[src/shared/dtc_pkg.sv]
// shared constants and types for the dual timer/counter block
package dtc_pkg;

    // ------------------------------------------------------------
    // register locations in the special-function space
    // ------------------------------------------------------------
    localparam logic [7:0] ADDR_RUN_FLAG = 8'h88;
    localparam logic [7:0] ADDR_MODE = 8'h89;
    localparam logic [7:0] ADDR_LOW_ZERO = 8'h8A;
    localparam logic [7:0] ADDR_LOW_ONE = 8'h8B;
    localparam logic [7:0] ADDR_HIGH_ZERO = 8'h8C;
    localparam logic [7:0] ADDR_HIGH_ONE = 8'h8D;
    localparam logic [7:0] ADDR_DIVIDE = 8'h8E;

    // ------------------------------------------------------------
    // field positions
    // ------------------------------------------------------------
    localparam int OVF_ONE_POS = 7;
    localparam int RUN_ONE_POS = 6;
    localparam int OVF_ZERO_POS = 5;
    localparam int RUN_ZERO_POS = 4;
    localparam int MODE_ONE_LSB = 4;
    localparam int MODE_ZERO_LSB = 0;
    localparam int SEL_TWO_POS = 5;
    localparam int SEL_ONE_POS = 4;
    localparam int SEL_ZERO_POS = 3;
    localparam int STRETCH_LSB = 0;

    // ------------------------------------------------------------
    // reset values
    // ------------------------------------------------------------
    localparam logic [7:0] COUNT_RESET = 8'h00;
    localparam logic [7:0] MODE_RESET = 8'h00;
    localparam logic [7:0] RUN_FLAG_RESET = 8'h00;
    localparam logic [7:0] DIVIDE_RESET = 8'h01;

    // ------------------------------------------------------------
    // tick division in system clocks
    // ------------------------------------------------------------
    localparam int TICK_DIV_SLOW = 12;
    localparam int TICK_DIV_FAST = 4;

    // ------------------------------------------------------------
    // types
    // ------------------------------------------------------------
    typedef enum logic [1:0] {
        DTC_MODE_PRESCALE = 2'h0,
        DTC_MODE_FULL = 2'h1,
        DTC_MODE_RELOAD = 2'h2,
        DTC_MODE_HALT = 2'h3
    } dtc_mode_t;

    // one nibble of the mode control register
    typedef struct packed {
        logic qualify;
        logic source;
        dtc_mode_t mode;
    } dtc_ctl_t;

    typedef struct packed {
        logic [7:0] high;
        logic [7:0] low;
    } dtc_count_t;

    typedef struct packed {
        dtc_count_t count;
        logic overflow;
    } dtc_step_t;

endpackage : dtc_pkg

[src/rtl/dtc_pin_sync.sv]
// three-stage synchroniser with agreement filter and falling-edge pulse
`timescale 1ns/100ps
module dtc_pin_sync (
    input wire logic clk_in,
    input wire logic rst_in,
    input wire logic pin_in,
    output logic level_out,
    output logic fall_out
);

    logic stage_a;
    logic stage_b;
    logic stage_c;

    // stage_a feeds stage_b only; a change counts once b and c agree
    always_ff @(posedge clk_in or posedge rst_in) begin
        if (rst_in) begin
            stage_a <= 1'b1;
            stage_b <= 1'b1;
            stage_c <= 1'b1;
            level_out <= 1'b1;
            fall_out <= 1'b0;
        end else begin
            stage_a <= pin_in;
            stage_b <= stage_a;
            stage_c <= stage_b;
            if (stage_b == stage_c) begin
                level_out <= stage_c;
            end
            fall_out <= level_out && (stage_b == stage_c) && !stage_c;
        end
    end

    a_fall_one_cycle : assert property (@(posedge clk_in) disable iff (rst_in)
        fall_out |=> !fall_out && !level_out)
        else $error("falling pulse longer than one cycle");

endmodule : dtc_pin_sync

[src/rtl/dtc_tick_divider.sv]
// divides the system clock into timer ticks, by slow or fast ratio
`timescale 1ns/100ps
module dtc_tick_divider #(
    parameter int SLOW_DIV = dtc_pkg::TICK_DIV_SLOW,
    parameter int FAST_DIV = dtc_pkg::TICK_DIV_FAST
) (
    input wire logic clk_in,
    input wire logic rst_in,
    input wire logic fast_in,
    output logic tick_out
);

    localparam logic [3:0] SLOW_LAST = 4'(SLOW_DIV - 1);
    localparam logic [3:0] FAST_LAST = 4'(FAST_DIV - 1);

    logic [3:0] phase;
    logic [3:0] last;

    // wrap on >= so a switch to fast never strands the count above its limit
    assign last = fast_in ? FAST_LAST : SLOW_LAST;

    // free-running phase; affects tick rate only, never anything else
    always_ff @(posedge clk_in or posedge rst_in) begin
        if (rst_in) begin
            phase <= 4'h0;
            tick_out <= 1'b0;
        end else begin
            phase <= (phase >= last) ? 4'h0 : phase + 4'h1;
            tick_out <= (phase == last);
        end
    end

    a_tick_slow_rate : assert property (@(posedge clk_in) disable iff (rst_in)
        (tick_out && !fast_in ##1 !fast_in[*8] ##1 !fast_in[*3]) |=> tick_out)
        else $error("slow tick period is not twelve clocks");

    a_tick_fast_rate : assert property (@(posedge clk_in) disable iff (rst_in)
        (tick_out && fast_in ##1 fast_in[*3]) |=> tick_out)
        else $error("fast tick period is not four clocks");

endmodule : dtc_tick_divider

[src/rtl/dtc_timer_pair.sv]
// two 16-bit timer/counters with mode, run and tick-divide registers
`timescale 1ns/100ps
module dtc_timer_pair (
    input wire logic clk_in,
    input wire logic rst_in,
    input wire logic [7:0] sfr_addr_in,
    input wire logic sfr_wr_in,
    input wire logic [7:0] sfr_wdata_in,
    input wire logic count_pin_zero_in,
    input wire logic count_pin_one_in,
    input wire logic qualify_pin_zero_in,
    input wire logic qualify_pin_one_in,
    input wire logic vector_ack_zero_in,
    input wire logic vector_ack_one_in,
    input wire logic timer_two_special_in,
    output logic [7:0] sfr_rdata_out,
    output logic overflow_flag_zero_out,
    output logic overflow_flag_one_out,
    output logic timer_two_tick_out
);

    // ------------------------------------------------------------
    // state
    // ------------------------------------------------------------
    dtc_pkg::dtc_count_t count_zero, count_one;
    dtc_pkg::dtc_ctl_t ctl_zero, ctl_one;
    logic run_timer_zero, run_timer_one;
    logic overflow_flag_zero, overflow_flag_one;
    logic tick_divide_select_zero, tick_divide_select_one, tick_divide_select_two;
    logic [2:0] stretch;

    logic tick_zero, tick_one, qual_zero_level, qual_one_level;
    logic count_zero_fall, count_one_fall;

    // ------------------------------------------------------------
    // count step shared by both timers
    // ------------------------------------------------------------
    function automatic dtc_pkg::dtc_step_t count_step(input dtc_pkg::dtc_mode_t mode,
                                                      input dtc_pkg::dtc_count_t cur);
        dtc_pkg::dtc_step_t res;
        res.count = cur;
        res.overflow = 1'b0;
        case (mode)
            dtc_pkg::DTC_MODE_PRESCALE: begin
                // low five bits prescale; upper three bits of low byte stay put
                res.count.low[4:0] = cur.low[4:0] + 5'h01;
                if (cur.low[4:0] == 5'h1F) begin
                    res.count.high = cur.high + 8'h01;
                    res.overflow = (cur.high == 8'hFF);
                end
            end
            dtc_pkg::DTC_MODE_FULL: begin
                res.count = dtc_pkg::dtc_count_t'(cur + 16'h0001);
                res.overflow = (cur == 16'hFFFF);
            end
            dtc_pkg::DTC_MODE_RELOAD: begin
                if (cur.low == 8'hFF) begin
                    res.count.low = cur.high;
                    res.overflow = 1'b1;
                end else begin
                    res.count.low = cur.low + 8'h01;
                end
            end
            default: res.count = cur;
        endcase
        return res;
    endfunction : count_step

    // ------------------------------------------------------------
    // tick dividers and pin conditioning
    // ------------------------------------------------------------
    dtc_tick_divider u_div_zero (
        .clk_in(clk_in),
        .rst_in(rst_in),
        .fast_in(tick_divide_select_zero),
        .tick_out(tick_zero)
    );
    dtc_tick_divider u_div_one (
        .clk_in(clk_in),
        .rst_in(rst_in),
        .fast_in(tick_divide_select_one),
        .tick_out(tick_one)
    );

    // special modes of timer two run from their own source, so the select is moot there
    dtc_tick_divider u_div_two (
        .clk_in(clk_in),
        .rst_in(rst_in),
        .fast_in(tick_divide_select_two && !timer_two_special_in),
        .tick_out(timer_two_tick_out)
    );

    dtc_pin_sync u_sync_count_zero (
        .clk_in(clk_in),
        .rst_in(rst_in),
        .pin_in(count_pin_zero_in),
        .level_out(),
        .fall_out(count_zero_fall)
    );
    dtc_pin_sync u_sync_count_one (
        .clk_in(clk_in),
        .rst_in(rst_in),
        .pin_in(count_pin_one_in),
        .level_out(),
        .fall_out(count_one_fall)
    );
    dtc_pin_sync u_sync_qual_zero (
        .clk_in(clk_in),
        .rst_in(rst_in),
        .pin_in(qualify_pin_zero_in),
        .level_out(qual_zero_level),
        .fall_out()
    );
    dtc_pin_sync u_sync_qual_one (
        .clk_in(clk_in),
        .rst_in(rst_in),
        .pin_in(qualify_pin_one_in),
        .level_out(qual_one_level),
        .fall_out()
    );

    // ------------------------------------------------------------
    // decode and advance conditions
    // ------------------------------------------------------------
    logic wr_run_flag, wr_mode, wr_divide, wr_count_zero, wr_count_one;
    logic wr_low_zero, wr_high_zero, wr_low_one, wr_high_one;
    logic adv_zero, adv_one;
    dtc_pkg::dtc_step_t step_zero, step_one;

    // address decode of the special-function write strobe
    assign wr_run_flag = sfr_wr_in && (sfr_addr_in == dtc_pkg::ADDR_RUN_FLAG);
    assign wr_mode = sfr_wr_in && (sfr_addr_in == dtc_pkg::ADDR_MODE);
    assign wr_divide = sfr_wr_in && (sfr_addr_in == dtc_pkg::ADDR_DIVIDE);
    assign wr_low_zero = sfr_wr_in && (sfr_addr_in == dtc_pkg::ADDR_LOW_ZERO);
    assign wr_high_zero = sfr_wr_in && (sfr_addr_in == dtc_pkg::ADDR_HIGH_ZERO);
    assign wr_low_one = sfr_wr_in && (sfr_addr_in == dtc_pkg::ADDR_LOW_ONE);
    assign wr_high_one = sfr_wr_in && (sfr_addr_in == dtc_pkg::ADDR_HIGH_ONE);
    assign wr_count_zero = wr_low_zero || wr_high_zero;
    assign wr_count_one = wr_low_one || wr_high_one;

    // run bit, optional pin qualify, then tick or pin pulse
    assign adv_zero = run_timer_zero
        && (!ctl_zero.qualify || qual_zero_level)
        && (ctl_zero.source ? count_zero_fall : tick_zero);
    assign adv_one = run_timer_one
        && (!ctl_one.qualify || qual_one_level)
        && (ctl_one.source ? count_one_fall : tick_one);
    assign step_zero = count_step(ctl_zero.mode, count_zero);
    assign step_one = count_step(ctl_one.mode, count_one);

    // ------------------------------------------------------------
    // count registers; a software write wins over a same-cycle advance for the byte it writes, the other byte still advances
    // ------------------------------------------------------------
    always_ff @(posedge clk_in or posedge rst_in) begin
        if (rst_in) begin
            count_zero <= {dtc_pkg::COUNT_RESET, dtc_pkg::COUNT_RESET};
        end else begin
            if (adv_zero) begin
                count_zero <= step_zero.count;
            end
            if (wr_low_zero) begin
                count_zero.low <= sfr_wdata_in;
            end
            if (wr_high_zero) begin
                count_zero.high <= sfr_wdata_in;
            end
        end
    end

    always_ff @(posedge clk_in or posedge rst_in) begin
        if (rst_in) begin
            count_one <= {dtc_pkg::COUNT_RESET, dtc_pkg::COUNT_RESET};
        end else begin
            if (adv_one) begin
                count_one <= step_one.count;
            end
            if (wr_low_one) begin
                count_one.low <= sfr_wdata_in;
            end
            if (wr_high_one) begin
                count_one.high <= sfr_wdata_in;
            end
        end
    end

    // ------------------------------------------------------------
    // run and overflow flags; a new overflow wins over any clear
    // ------------------------------------------------------------
    always_ff @(posedge clk_in or posedge rst_in) begin
        if (rst_in) begin
            run_timer_zero <= dtc_pkg::RUN_FLAG_RESET[dtc_pkg::RUN_ZERO_POS];
            run_timer_one <= dtc_pkg::RUN_FLAG_RESET[dtc_pkg::RUN_ONE_POS];
        end else if (wr_run_flag) begin
            run_timer_zero <= sfr_wdata_in[dtc_pkg::RUN_ZERO_POS];
            run_timer_one <= sfr_wdata_in[dtc_pkg::RUN_ONE_POS];
        end
    end

    always_ff @(posedge clk_in or posedge rst_in) begin
        if (rst_in) begin
            overflow_flag_zero <= dtc_pkg::RUN_FLAG_RESET[dtc_pkg::OVF_ZERO_POS];
            overflow_flag_one <= dtc_pkg::RUN_FLAG_RESET[dtc_pkg::OVF_ONE_POS];
        end else begin
            if (adv_zero && step_zero.overflow) begin
                overflow_flag_zero <= 1'b1;
            end else if (wr_run_flag) begin
                overflow_flag_zero <= sfr_wdata_in[dtc_pkg::OVF_ZERO_POS];
            end else if (vector_ack_zero_in) begin
                overflow_flag_zero <= 1'b0;
            end
            if (adv_one && step_one.overflow) begin
                overflow_flag_one <= 1'b1;
            end else if (wr_run_flag) begin
                overflow_flag_one <= sfr_wdata_in[dtc_pkg::OVF_ONE_POS];
            end else if (vector_ack_one_in) begin
                overflow_flag_one <= 1'b0;
            end
        end
    end

    assign overflow_flag_zero_out = overflow_flag_zero;
    assign overflow_flag_one_out = overflow_flag_one;

    // ------------------------------------------------------------
    // mode and tick-divide control
    // ------------------------------------------------------------
    always_ff @(posedge clk_in or posedge rst_in) begin
        if (rst_in) begin
            ctl_zero <= dtc_pkg::MODE_RESET[dtc_pkg::MODE_ZERO_LSB +: 4];
            ctl_one <= dtc_pkg::MODE_RESET[dtc_pkg::MODE_ONE_LSB +: 4];
        end else if (wr_mode) begin
            ctl_zero <= sfr_wdata_in[dtc_pkg::MODE_ZERO_LSB +: 4];
            ctl_one <= sfr_wdata_in[dtc_pkg::MODE_ONE_LSB +: 4];
        end
    end

    // stretch field is only held for read-back; it reaches nothing here
    always_ff @(posedge clk_in or posedge rst_in) begin
        if (rst_in) begin
            tick_divide_select_zero <= dtc_pkg::DIVIDE_RESET[dtc_pkg::SEL_ZERO_POS];
            tick_divide_select_one <= dtc_pkg::DIVIDE_RESET[dtc_pkg::SEL_ONE_POS];
            tick_divide_select_two <= dtc_pkg::DIVIDE_RESET[dtc_pkg::SEL_TWO_POS];
            stretch <= dtc_pkg::DIVIDE_RESET[dtc_pkg::STRETCH_LSB +: 3];
        end else if (wr_divide) begin
            tick_divide_select_zero <= sfr_wdata_in[dtc_pkg::SEL_ZERO_POS];
            tick_divide_select_one <= sfr_wdata_in[dtc_pkg::SEL_ONE_POS];
            tick_divide_select_two <= sfr_wdata_in[dtc_pkg::SEL_TWO_POS];
            stretch <= sfr_wdata_in[dtc_pkg::STRETCH_LSB +: 3];
        end
    end

    // ------------------------------------------------------------
    // registered read-back, one cycle after the address; unmapped reads 00
    // ------------------------------------------------------------
    always_ff @(posedge clk_in or posedge rst_in) begin
        if (rst_in) begin
            sfr_rdata_out <= 8'h00;
        end else begin
            case (sfr_addr_in)
                dtc_pkg::ADDR_RUN_FLAG: sfr_rdata_out <= {overflow_flag_one, run_timer_one,
                    overflow_flag_zero, run_timer_zero, 4'h0};
                dtc_pkg::ADDR_MODE: sfr_rdata_out <= {ctl_one, ctl_zero};
                dtc_pkg::ADDR_LOW_ZERO: sfr_rdata_out <= count_zero.low;
                dtc_pkg::ADDR_HIGH_ZERO: sfr_rdata_out <= count_zero.high;
                dtc_pkg::ADDR_LOW_ONE: sfr_rdata_out <= count_one.low;
                dtc_pkg::ADDR_HIGH_ONE: sfr_rdata_out <= count_one.high;
                dtc_pkg::ADDR_DIVIDE: sfr_rdata_out <= {2'h0, tick_divide_select_two,
                    tick_divide_select_one, tick_divide_select_zero, stretch};
                default: sfr_rdata_out <= 8'h00;
            endcase
        end
    end

    // ------------------------------------------------------------
    // checks
    // ------------------------------------------------------------
    a_halt_mode_one : assert property (@(posedge clk_in) disable iff (rst_in)
        (ctl_one.mode == dtc_pkg::DTC_MODE_HALT && !wr_count_one) |=> $stable(count_one))
        else $error("timer one moved in halt mode");
    a_run_off_zero : assert property (@(posedge clk_in) disable iff (rst_in)
        (!run_timer_zero && !wr_count_zero) |=> $stable(count_zero))
        else $error("timer zero moved while not running");
    a_gate_block_zero : assert property (@(posedge clk_in) disable iff (rst_in)
        (ctl_zero.qualify && !qual_zero_level && !wr_count_zero) |=> $stable(count_zero))
        else $error("timer zero moved with qualify pin low");
    a_pin_source_one : assert property (@(posedge clk_in) disable iff (rst_in)
        (ctl_one.source && !count_one_fall && !wr_count_one) |=> $stable(count_one))
        else $error("timer one moved without a pin pulse");
    a_reload_low_zero : assert property (@(posedge clk_in) disable iff (rst_in)
        (adv_zero && ctl_zero.mode == dtc_pkg::DTC_MODE_RELOAD && count_zero.low == 8'hFF
            && !wr_count_zero)
        |=> (count_zero.low == $past(count_zero.high)) && overflow_flag_zero)
        else $error("reload did not copy high byte and flag");
    a_prescale_carry : assert property (@(posedge clk_in) disable iff (rst_in)
        (adv_one && ctl_one.mode == dtc_pkg::DTC_MODE_PRESCALE && count_one.low[4:0] == 5'h1F
            && !wr_count_one)
        |=> (count_one.high == $past(count_one.high) + 8'h01) && (count_one.low[4:0] == 5'h00))
        else $error("prescaler carry did not reach high byte");
    a_full_wrap_zero : assert property (@(posedge clk_in) disable iff (rst_in)
        (adv_zero && ctl_zero.mode == dtc_pkg::DTC_MODE_FULL && count_zero == 16'hFFFF
            && !wr_count_zero)
        |=> (count_zero == 16'h0000) && overflow_flag_zero_out)
        else $error("full count wrap wrong");
    a_flag_ack_clear : assert property (@(posedge clk_in) disable iff (rst_in)
        (vector_ack_one_in && !wr_run_flag && !(adv_one && step_one.overflow))
        |=> !overflow_flag_one_out)
        else $error("vector acknowledge did not clear flag");
    a_flag_set_wins : assert property (@(posedge clk_in) disable iff (rst_in)
        (adv_zero && step_zero.overflow) |=> overflow_flag_zero_out)
        else $error("overflow lost against a clear");
    a_write_low_one : assert property (@(posedge clk_in) disable iff (rst_in)
        wr_low_one |=> ##1 ($past(sfr_addr_in) != dtc_pkg::ADDR_LOW_ONE
            || sfr_rdata_out == $past(sfr_wdata_in, 2)))
        else $error("timer one low byte write lost");

endmodule : dtc_timer_pair

[config.mk]
export PLATFORM = sky130hd
export DESIGN_NAME = dtc_timer_pair
export DESIGN_NICKNAME = d
export VERILOG_FILES = /design/src/shared/dtc_pkg.sv /design/src/rtl/dtc_pin_sync.sv /design/src/rtl/dtc_tick_divider.sv /design/src/rtl/dtc_timer_pair.sv
export SDC_FILE = /design/constraint.sdc
export NUM_CORES = 1
export LEC_CHECK = 0
export BUFFER_PORTS_ARGS = -buffer_cell sky130_fd_sc_hd__buf_4
export CAP_MARGIN = 40
export CORE_ASPECT_RATIO = 0.9
export CORE_MARGIN = 3
export CORE_UTILIZATION = 47
export DETAILED_ROUTE_END_ITERATION = 6
export GPL_TIMING_DRIVEN = 0
export MAX_ROUTING_LAYER = met4
export PLACE_DENSITY_LB_ADDON = 0.25
export SLEW_MARGIN = 15
export SYNTH_ARGS = -nofsm -noshare
export SYNTH_HDL_FRONTEND = slang
export SYNTH_SLANG_ARGS = --single-unit
[constraint.sdc]
create_clock -name clk_in -period 2.8 [get_ports clk_in]
set_input_delay 0.56 -clock clk_in [delete_from_list [all_inputs] [get_ports clk_in]]
set_output_delay 0.56 -clock clk_in [all_outputs]
set_load 0.05 [all_outputs]
==> impl_metrics.yaml, run 1 <==
synthesis:
  ys_seq_area_share_pct: 44.27
  yosysTopAreaCell: "dfrtp_1"
  synthTopCellsByCount: "74 x dfrtp_1, 43 x nor2_1, 41 x nand2_1, 26 x a21oi_1, 25 x o21ai_0"
  synth_warnings: 0
  synth_area_mm2: 0.005192
  syn-num-nets: 544
  netlist-cell-type-count: 73
  synth_edf_count: 0
  synth-async-reset-ratio_pct: 100.0
  ys.flop_type: "dfrtp_1"
  synth.most_common_cell: "dfrtp_1"
  synth.area.top_cells: "dfrtp_1 36%, dfstp_2 8.6%, ha_1 4.8%, mux2_2 4.6%, nor2_1 3.1%"
  synth_area_per_cell_um2: 10.43
  synth_seq_cells: 91
  synth_cells: 498
  yosysTopAreaCellShare_pct: 35.66
worst_setup_path:
  start_kind: "flip-flop"
  cp_max_fo: 9
  critPathCaptureType: "flip-flop"
  crit_path_frequent_cell: "ha_1"
  slowest_stage: "dfrtp_1"
  required_ps: 3020
  crit_type: "flip-flop to flip-flop"
  crit_chain: "ha_1, and3_2, ha_1, mux2_2, nand4_4, a2111oi_4, xnor2_1, a21oi_1"
  worstPathArrival_ps: 2470
  slowest_delay_ps: 490
floorplan:
  rows: 35
  die_h_um: 105.7
  io_pins: 37
  die_area_mm2: 0.01235
  start_util_pct: 49.40
  die_w_um: 116.8
  core_area_mm2: 0.01051
cells_and_area:
  fin_cells: 680
  drive_above_1_share_pct: 23.59
  multi_input_area_mm2: 0.002741
  fin_nets: 592
  n_antenna_cell: 0
  syn2layout_area_growth_pct: 14.67
  seq_area_mm2: 0.002298
  final.fill_count: 955
grt:
  grt_pass1_wl_um: 22180
  grt_overflow: 0
  grt_max_degree: 34
  antenna_found_initial: 0
  grt_pass1_vias: 4015
  grt_use_total_pct: 24.13
route:
  dr.pass1.iters: 5
  wl_per_cell_um: 20.02
  ant_nets: 0
  totalWireLength_um: 13610
  via_per_inst: 6.119
  vias: 4161
  route.detailed.drc: 0
  drt_iter0_drc: 360
clock_tree:
  clock_latency_ps: 340
  cts_tree: "yes"
  cts_resized: 0
  cts_post_setup_buffers_inserted: 0
  cts_root_buffer: "clkbuf_16"
  max-clock-path-buffers: 2
  clock-sinks: 91
  holdBufCountCts: 0
  htreeDepth: 3
  clkTransAtPathRegs_ps: 70
  cts_made_buffers: 9
timing:
  finalSetupViolCount: 0
  relSlewSlack_pct: 57.41
  finalClockSkew_ps: 7.424
  slew_violations: 0
  grt_setup_unrepaired: "false"
  fmax_mhz: 444.6
  fin_ws_ps: 550.6
  worstMarginPinSlew_ps: 637.5
  finalCritPeriodShare_pct: 80.33
  hold_viol: 0
  final.setup.tns_ps: 0
  fin_crit_ps: 2249
placement:
  dp_slack_ps: 464.6
  dp_cells: 664
  post-dp-hpwl_um: 10050
  gp_congestion: 0.9771
  port_buffers: 35
outcome:
  status: "finished, final reports clean"
job:
  drv_cap: 0
pwr:
  vdd.ir_drop.worst_uv: 504.3
  p_leak_nw: 2.524
  power.density_mw_per_mm2: 678.2
min_path:
  hold_class: "input pin to asynchronous set/reset pin"
[worst max-delay path: cells and delay by family, from the launching register on]
kind	cells	cell delay (ps)
flops	1	490
simple gates	2	390
mux	1	200
fa+ha+maj	2	440
xor+xnor	1	160
compound gates	2	460
[final timing paths]
path | depth (start not counted) | endpoint | slack, ps | startpoint
max in group asynchronous | 3 | u_sync_qual_one.level_out | 1850 | rst_in
worst max-delay path | 8 | count_one[14] | 550 | count_one[0]
worst max register to register | 8 | count_one[14] | 550 | count_one[0]
worst min register to register | 0 | u_sync_count_zero.stage_b | 360 | u_sync_count_zero.stage_a
worst min-delay path | 2 | u_div_zero.phase[2] | 300 | rst_in
min in group clk_in | 1 | u_sync_qual_one.stage_a | 320 | qualify_pin_one_in
[per-layer routing]
metal	part of all wire, %	up-vias	track usage, %	wire [um]
met3	5.4	28	3.961	733
met4	3.1	0	8.681	422
met1	45	2075	33.25	6066
met5	0	-	-	0
li1	-	1921	-	-
met2	47	137	35.99	6389
[cell usage in the layout, fill, tap and decap left out, types with 3 or more instances in the layout]
cell,n
a211o_1,4
a211oi_1,10
a21oi_1,26
a221oi_1,5
a22oi_1,6
a31oi_1,3
a41oi_1,4
and3_1,8
and3b_1,4
and4_1,3
buf_2,7
buf_4,36
clkbuf_1,5
clkbuf_16,9
dfrtp_1,74
dfstp_2,17
ha_1,20
inv_1,17
maj3_1,4
mux2_1,3
mux2_2,21
mux2i_1,8
mux4_2,3
nand2_1,41
nand2b_1,4
nand3_1,19
nand4_1,7
nor2_1,43
nor2b_1,9
nor3b_1,3
nor4_1,3
o21ai_0,25
o21ai_1,14
o22a_1,3
xnor2_1,15
xor2_1,12
[power breakdown]
group / internal [W] / switching (W)
Clock: 0.000694 / 0.000515
Combinational: 0.000453 / 0.000540
Sequential: 0.00155 / 0.000283
Total: 0.00270 / 0.00134
[kinds of logic (layout without fill, tap and decap cells)]
logic type	Yosys count	in the layout	synth area share (%)
fa+ha+maj	24	24	5.590
simple gates	170	170	19.16
buf+inv	33	86	2.939
mux	35	35	8.048
xor+xnor	27	27	4.554
compound gates	118	118	15.45
flops	91	91	44.27
[layout make-up]
class | count | area share (%)
clock buffer | 10 | 3.845
inverter | 19 | 1.261
clock inverter | 6 | 1.093
multi-input combinational | 374 | 46.04
tap | 129 | 2.711
timing repair buffer | 37 | 5.085
buffer | 14 | 1.366
sequential | 91 | 38.60
[per-stage QoR]
stage	cell area [um2]	power, W	hold slack (ps)	utilization [%]
5_1_grt	5954	0.004300	306.1	56.65
2_1_floorplan	5196	0.002511	345.2	-
3_5_place_dp	5660	0.002841	347.3	53.86
6_report	5954	0.004038	301.2	56.65
4_1_cts	5954	0.004063	307.1	56.65
3_3_place_gp	5620	0.002785	345.9	53.48
[sequential cells by signal, summed over array words and instances (netlist names), 3 cells and up]
signal,count
u_div_one.phase,4
u_div_zero.phase,4
stretch,3
ctl_one,4
count_one,16
sfr_rdata_out,8
ctl_zero,4
count_zero,16
u_div_two.phase,4
No activity file was read; power rests on OpenSTA's default activity.
==> run 2: changes to the inputs <==
==> constraint.sdc (replaced) <==
create_clock -name clk_in -period 1.9 [get_ports clk_in]
set_input_delay 0.38 -clock clk_in [delete_from_list [all_inputs] [get_ports clk_in]]
set_output_delay 0.38 -clock clk_in [all_outputs]
set_load 0.05 [all_outputs]
==> run 2 against run 1 <==
Against the previous run: the flow now finishes with violations (setup timing); via count rose by 3.3%; clock power rose by 47%; worst hold slack got worse by 190 ps; utilization increased by 4.1 points; clock-buffer cell count decreased by 1; cell count is 3.4% higher; sequential power increased by 48%; sequential share of layout area shrank 2.5 points.
==> impl_metrics.yaml, run 2 (synthesized netlist as in run 1, its figures left out) <==
outcome:
  status: "finished, violations left"
  violations: "setup timing"
route:
  drt_iter0_drc: 352
  via_per_inst: 6.112
  route.detailed.drc: 0
  dr.pass1.iters: 5
  ant_nets: 0
  wl_per_cell_um: 20.57
  vias: 4297
  totalWireLength_um: 14460
clock_tree:
  cts_made_buffers: 9
  holdBufCountCts: 0
  cts_tree: "yes"
  htreeDepth: 3
  clock_latency_ps: 360
  clkTransAtPathRegs_ps: 70
  clock-sinks: 91
  cts_root_buffer: "clkbuf_16"
  max-clock-path-buffers: 2
worst_setup_path:
  critPathCaptureType: "flip-flop"
  worstPathArrival_ps: 2210
  crit_type: "flip-flop to flip-flop"
  cp_max_fo: 4
  rrSetupSlack_ps: -80
  required_ps: 2140
  start_kind: "flip-flop"
cells_and_area:
  fin_nets: 615
  n_antenna_cell: 0
  final.fill_count: 859
  layout_common_cells: "68 x dfrtp_1, 58 x buf_4, 42 x nor2_1"
  drive_above_1_share_pct: 32.23
  final_common_cell: "dfrtp_1"
  seq_area_mm2: 0.002306
  largestRegisters: "count_one (16), count_zero (16), sfr_rdata_out (8)"
  syn2layout_area_growth_pct: 22.92
  multi_input_area_mm2: 0.002977
timing:
  grt_setup_unrepaired: "true"
  finalClockSkew_ps: 7.929
  slew_violations: 0
  fin_ws_ps: -76.88
  fin_crit_ps: 1977
  relSlewSlack_pct: 57.22
  finalCritPeriodShare_pct: 104.0
  fmax_mhz: 505.8
  finalSetupViolCount: 8
  worstMarginPinSlew_ps: 640.3
  final.setup.tns_ps: -222.2
  hold_viol: 0
pwr:
  p_total_w: 0.006232
  vdd.ir_drop.worst_uv: 711.1
  power.density_mw_per_mm2: 976.4
  p_leak_nw: 2.663
job:
  drv_cap: 0
grt:
  antenna_found_initial: 0
  grt_pass1_wl_um: 22710
  busiest_layer: "met1"
  gr-usage-met1_pct: 36.69
  grt_overflow: 0
  use_met2_pct: 34.16
  grt_use_total_pct: 25.00
  grtUsageMet3_pct: 5.913
  grt_max_degree: 37
  grt_pass1_vias: 4138
min_path:
  hold_class: "input pin to asynchronous set/reset pin"
floorplan:
  io_pins: 37
  die_area_mm2: 0.01235
  die_h_um: 105.7
  rows: 35
  core_area_mm2: 0.01051
  start_util_pct: 49.40
  die_w_um: 116.8
placement:
  post-dp-hpwl_um: 10100
  dp_slack_ps: -358.2
  port_buffers: 35
  gp_congestion: 0.9484
## run 2: report_power, final
| group | switching (W) | internal, W |
|---|---|---|
| Sequential | 0.000422 | 0.00230 |
| Combinational | 0.000928 | 0.000811 |
| Clock | 0.000856 | 0.000920 |
| Total | 0.00221 | 0.00403 |
## run 2: routing by layer
metal  vias to the layer above  wire length [um]  part of all wire [%]
met5                         -                 0                     0
met1                      2134              6649                    46
met3                        28              1138                   7.9
met2                       164              6346                    44
met4                         0               328                   2.3
li1                       1971                 -                     -
## run 2: worst paths after layout
check | startpoint | end | cells past startpoint
hold / removal | rst_in | count_one[10] | 2
hold reg to reg | u_sync_count_one.stage_a | u_sync_count_one.stage_b | 0
setup / recovery | count_one[1] | count_one[15] | 9
setup reg to reg | count_one[1] | count_one[15] | 9
min in group clk_in | count_pin_one_in | u_sync_count_one.stage_a | 1
max in group asynchronous | rst_in | stretch[0] | 3
## run 2: final cells by class
class | count | share of cell area (%)
flip-flops and latches | 91 | 36.13
multi-input cells | 374 | 46.64
plain buffers | 14 | 1.313
well taps | 129 | 2.529
clock buffers | 9 | 3.529
inverters | 19 | 1.176
clock inverters | 7 | 1.078
repair buffers | 60 | 7.606
## run 2: what timing repair did
| action | CTS | global route |
|---|---|---|
| resized for setup | 33 | 19 |
| gates cloned | 1 | 0 |
| pin swaps | 9 | 19 |
| buffers inserted | 15 | 7 |
| endpoints found under the setup margin | 26 | 30 |
## run 2: stage by stage
| stage | util (%) | hold WS, ps | instances | cell area, um2 |
|---|---|---|---|---|
| 2_1_floorplan | - | 345.2 | 498 | 5199 |
| 3_3_place_gp | 53.50 | 345.8 | 662 | 5623 |
| 3_5_place_dp | 53.88 | 347.5 | 664 | 5663 |
| 4_1_cts | 59.46 | 115.9 | 696 | 6250 |
| 5_1_grt | 60.73 | 112.4 | 703 | 6382 |
| 6_report | 60.73 | 113.0 | 703 | 6382 |
## run 2: worst max-delay path, cell delays in order (launching register included)
cell and delay [ps]:
dfrtp_1 400, ha_4 160, and3_4 190, ha_4 130, mux2_4 160, nand4_4 150
buf_4 190, a2111oi_4 210, xnor2_1 180, a21oi_1 90
==> run 3: changes to the inputs <==
--- a/config.mk
+++ b/config.mk
@@ -9,7 +9,7 @@
 export CAP_MARGIN = 40
 export CORE_ASPECT_RATIO = 0.9
 export CORE_MARGIN = 3
-export CORE_UTILIZATION = 47
+export CORE_UTILIZATION = 55
 export DETAILED_ROUTE_END_ITERATION = 6
 export GPL_TIMING_DRIVEN = 0
 export MAX_ROUTING_LAYER = met4
==> run 3 against run 2 <==
Against the previous run: the run still ends with setup timing left; global-route usage grew 3.6 points; non-clock buffer count shrank 10; die area shrank 14%; clock skew grew 4.3 ps; flip-flop and latch count is the same; critical path depth shrank 3; register-to-register slack gained 50 ps; worst hold slack lost 82 ps; clock power shrank 22%; worst setup slack gained 46 ps; largest power group unchanged; highest routed layer unchanged.
==> impl_metrics.yaml, run 3 (synthesized netlist as in run 1, its figures left out) <==
min_path:
  hold_class: "input pin to asynchronous set/reset pin"
cells_and_area:
  largestRegisters: "count_one (16), count_zero (16), sfr_rdata_out (8)"
  final_common_cell: "dfrtp_1"
  fin_nets: 606
  layout_common_cells: "63 x dfrtp_1, 48 x buf_4, 42 x nor2_1"
  n_antenna_cell: 0
  multi_input_area_mm2: 0.002955
  syn2layout_area_growth_pct: 18.99
  utilization_pct: 69.51
  fin_cells: 684
  final.fill_count: 698
  drive_above_1_share_pct: 31.50
  seq_area_mm2: 0.002312
clock_tree:
  clkTransAtPathRegs_ps: 100
  max-clock-path-buffers: 2
  clock-sinks: 91
  clock_latency_ps: 370
  htreeDepth: 3
  cts_made_buffers: 9
  cts_tree: "yes"
  cts_root_buffer: "clkbuf_8"
floorplan:
  start_util_pct: 58.42
  rows: 32
  die_w_um: 108.4
  die_h_um: 98.18
  core_area_mm2: 0.008889
  io_pins: 37
  die_area_mm2: 0.01064
timing:
  finalCritPeriodShare_pct: 101.6
  relSlewSlack_pct: 65.13
  worstMarginPinSlew_ps: 521.9
  fin_ws_ps: -30.67
  finalSetupViolCount: 1
  final.setup.tns_ps: -30.67
  fin_crit_ps: 1931
  hold_viol: 0
  slew_violations: 0
  grt_setup_unrepaired: "true"
  fmax_mhz: 518.0
  finalClockSkew_ps: 12.24
worst_setup_path:
  worstPathArrival_ps: 2190
  slowest_stage: "dfrtp_2"
  timing.rr.start: "count_zero[0]"
  critPathCaptureType: "flip-flop"
  rr_worst_depth: 6
  cp_max_fo: 5
  crit_chain: "ha_4, and4_1, and3_1, a41oi_1, nor4_2, a211o_1"
  required_ps: 2160
  start_kind: "flip-flop"
  slowest_delay_ps: 440
  r2r_end: "overflow_flag_zero_out"
  crit_type: "flip-flop to flip-flop"
  rrSetupSlack_ps: -30
route:
  totalWireLength_um: 14020
  drt_iter0_drc: 299
  wl_per_cell_um: 20.49
  via_per_inst: 6.208
  vias: 4246
  dr.pass1.iters: 4
  route.detailed.drc: 0
  ant_nets: 0
pwr:
  power.density_mw_per_mm2: 938.4
  pwr-share-seq_pct: 46.7
  swShare_pct: 35.47
  p_int_w: 0.003741
  p_leak_nw: 2.541
  p_total_w: 0.005798
  p_switching_w: 0.002056
  p_comb_share_pct: 29.4
  power_frac_clock_pct: 23.9
  vdd.ir_drop.worst_uv: 983.3
grt:
  antenna_found_initial: 0
  grt_use_total_pct: 28.58
  grt_pass1_wl_um: 22780
  grt_overflow: 0
  grt_max_degree: 37
  grt_pass1_vias: 4256
placement:
  port_buffers: 35
  dp_cells: 654
  gp_congestion: 0.9213
  dp_slack_ps: -319.9
  post-dp-hpwl_um: 9934
job:
  drv_cap: 0
outcome:
  violations: "setup timing"
  status: "finished, violations left"
[run 3: changes by cell type in the layout (fill, tap and decap cells not counted), sizes merged]
cell,change
clkinvlp,+3
clkinv,-4
bufinv,+1
inv,-1
nand4,+1
buf,-10
clkbuf,+1
[run 3: routing by layer]
metal,global-route usage (%),vias to the layer above,share of wire (%)
li1,-,1952,-
met3,5.155,39,6.8
met1,39.32,2102,44
met5,-,-,0
met4,10.58,0,3.6
met2,42.28,153,46
[run 3: how the worst max path moves through the flow]
stage | startpoint | end | slack (ps) | cells past startpoint
4_1_cts | count_one[0] | count_one[15] | -20 | 8
3_5_place_dp | sfr_addr_in[5] | count_zero[7] | -320 | 5
3_3_place_gp | sfr_addr_in[5] | count_zero[7] | -270 | 5
5_1_grt | count_zero[0] | overflow_flag_zero_out | -90 | 6
6_report | count_zero[0] | overflow_flag_zero_out | -30 | 6
2_1_floorplan | count_one[0] | count_one[10] | 30 | 8
[run 3: cell type report]
| cell class | count | share of cell area, % |
|---|---|---|
| Inverter | 19 | 1.215 |
| Sequential cell | 91 | 37.42 |
| Clock inverter | 6 | 1.134 |
| Multi-Input combinational cell | 375 | 47.83 |
| Buffer | 14 | 1.316 |
| Tap cell | 119 | 2.410 |
| Timing Repair Buffer | 50 | 6.440 |
| Clock buffer | 10 | 2.228 |
[run 3: power by group through the flow]
stage	clock network, W	registers [W]	logic (W)
floorplan	0	0.00259	0.00111
global placement	0	0.00272	0.00140
detailed placement	0	0.00274	0.00145
CTS	0.00140	0.00269	0.00164
global route	0.00149	0.00275	0.00191
finish	0.00139	0.00271	0.00170
[run 3: through the flow]
step | instance area, um2 | hold slack [ps]
floorplan | 5199 | 345.2
global placement | 5610 | 345.7
detailed placement | 5650 | 349.1
CTS | 6112 | 44.84
global route | 6178 | 44.93
finish | 6178 | 30.73
[run 3: repair_timing]
item	in CTS	in global routing
hold buffers	0	0
gates cloned	2	0
setup endpoints to repair	26	23
pin swaps	8	6
buffers inserted	12	0
gates resized for setup	32	16
[run 3: worst max-delay path: cells and delay by family (launching register included)]
family	cells	cell delay [ps]
AOI/OAI and AO/OA	2	620
and+or+nand+nor	3	590
DFF	1	440
adders and majority gates	1	180
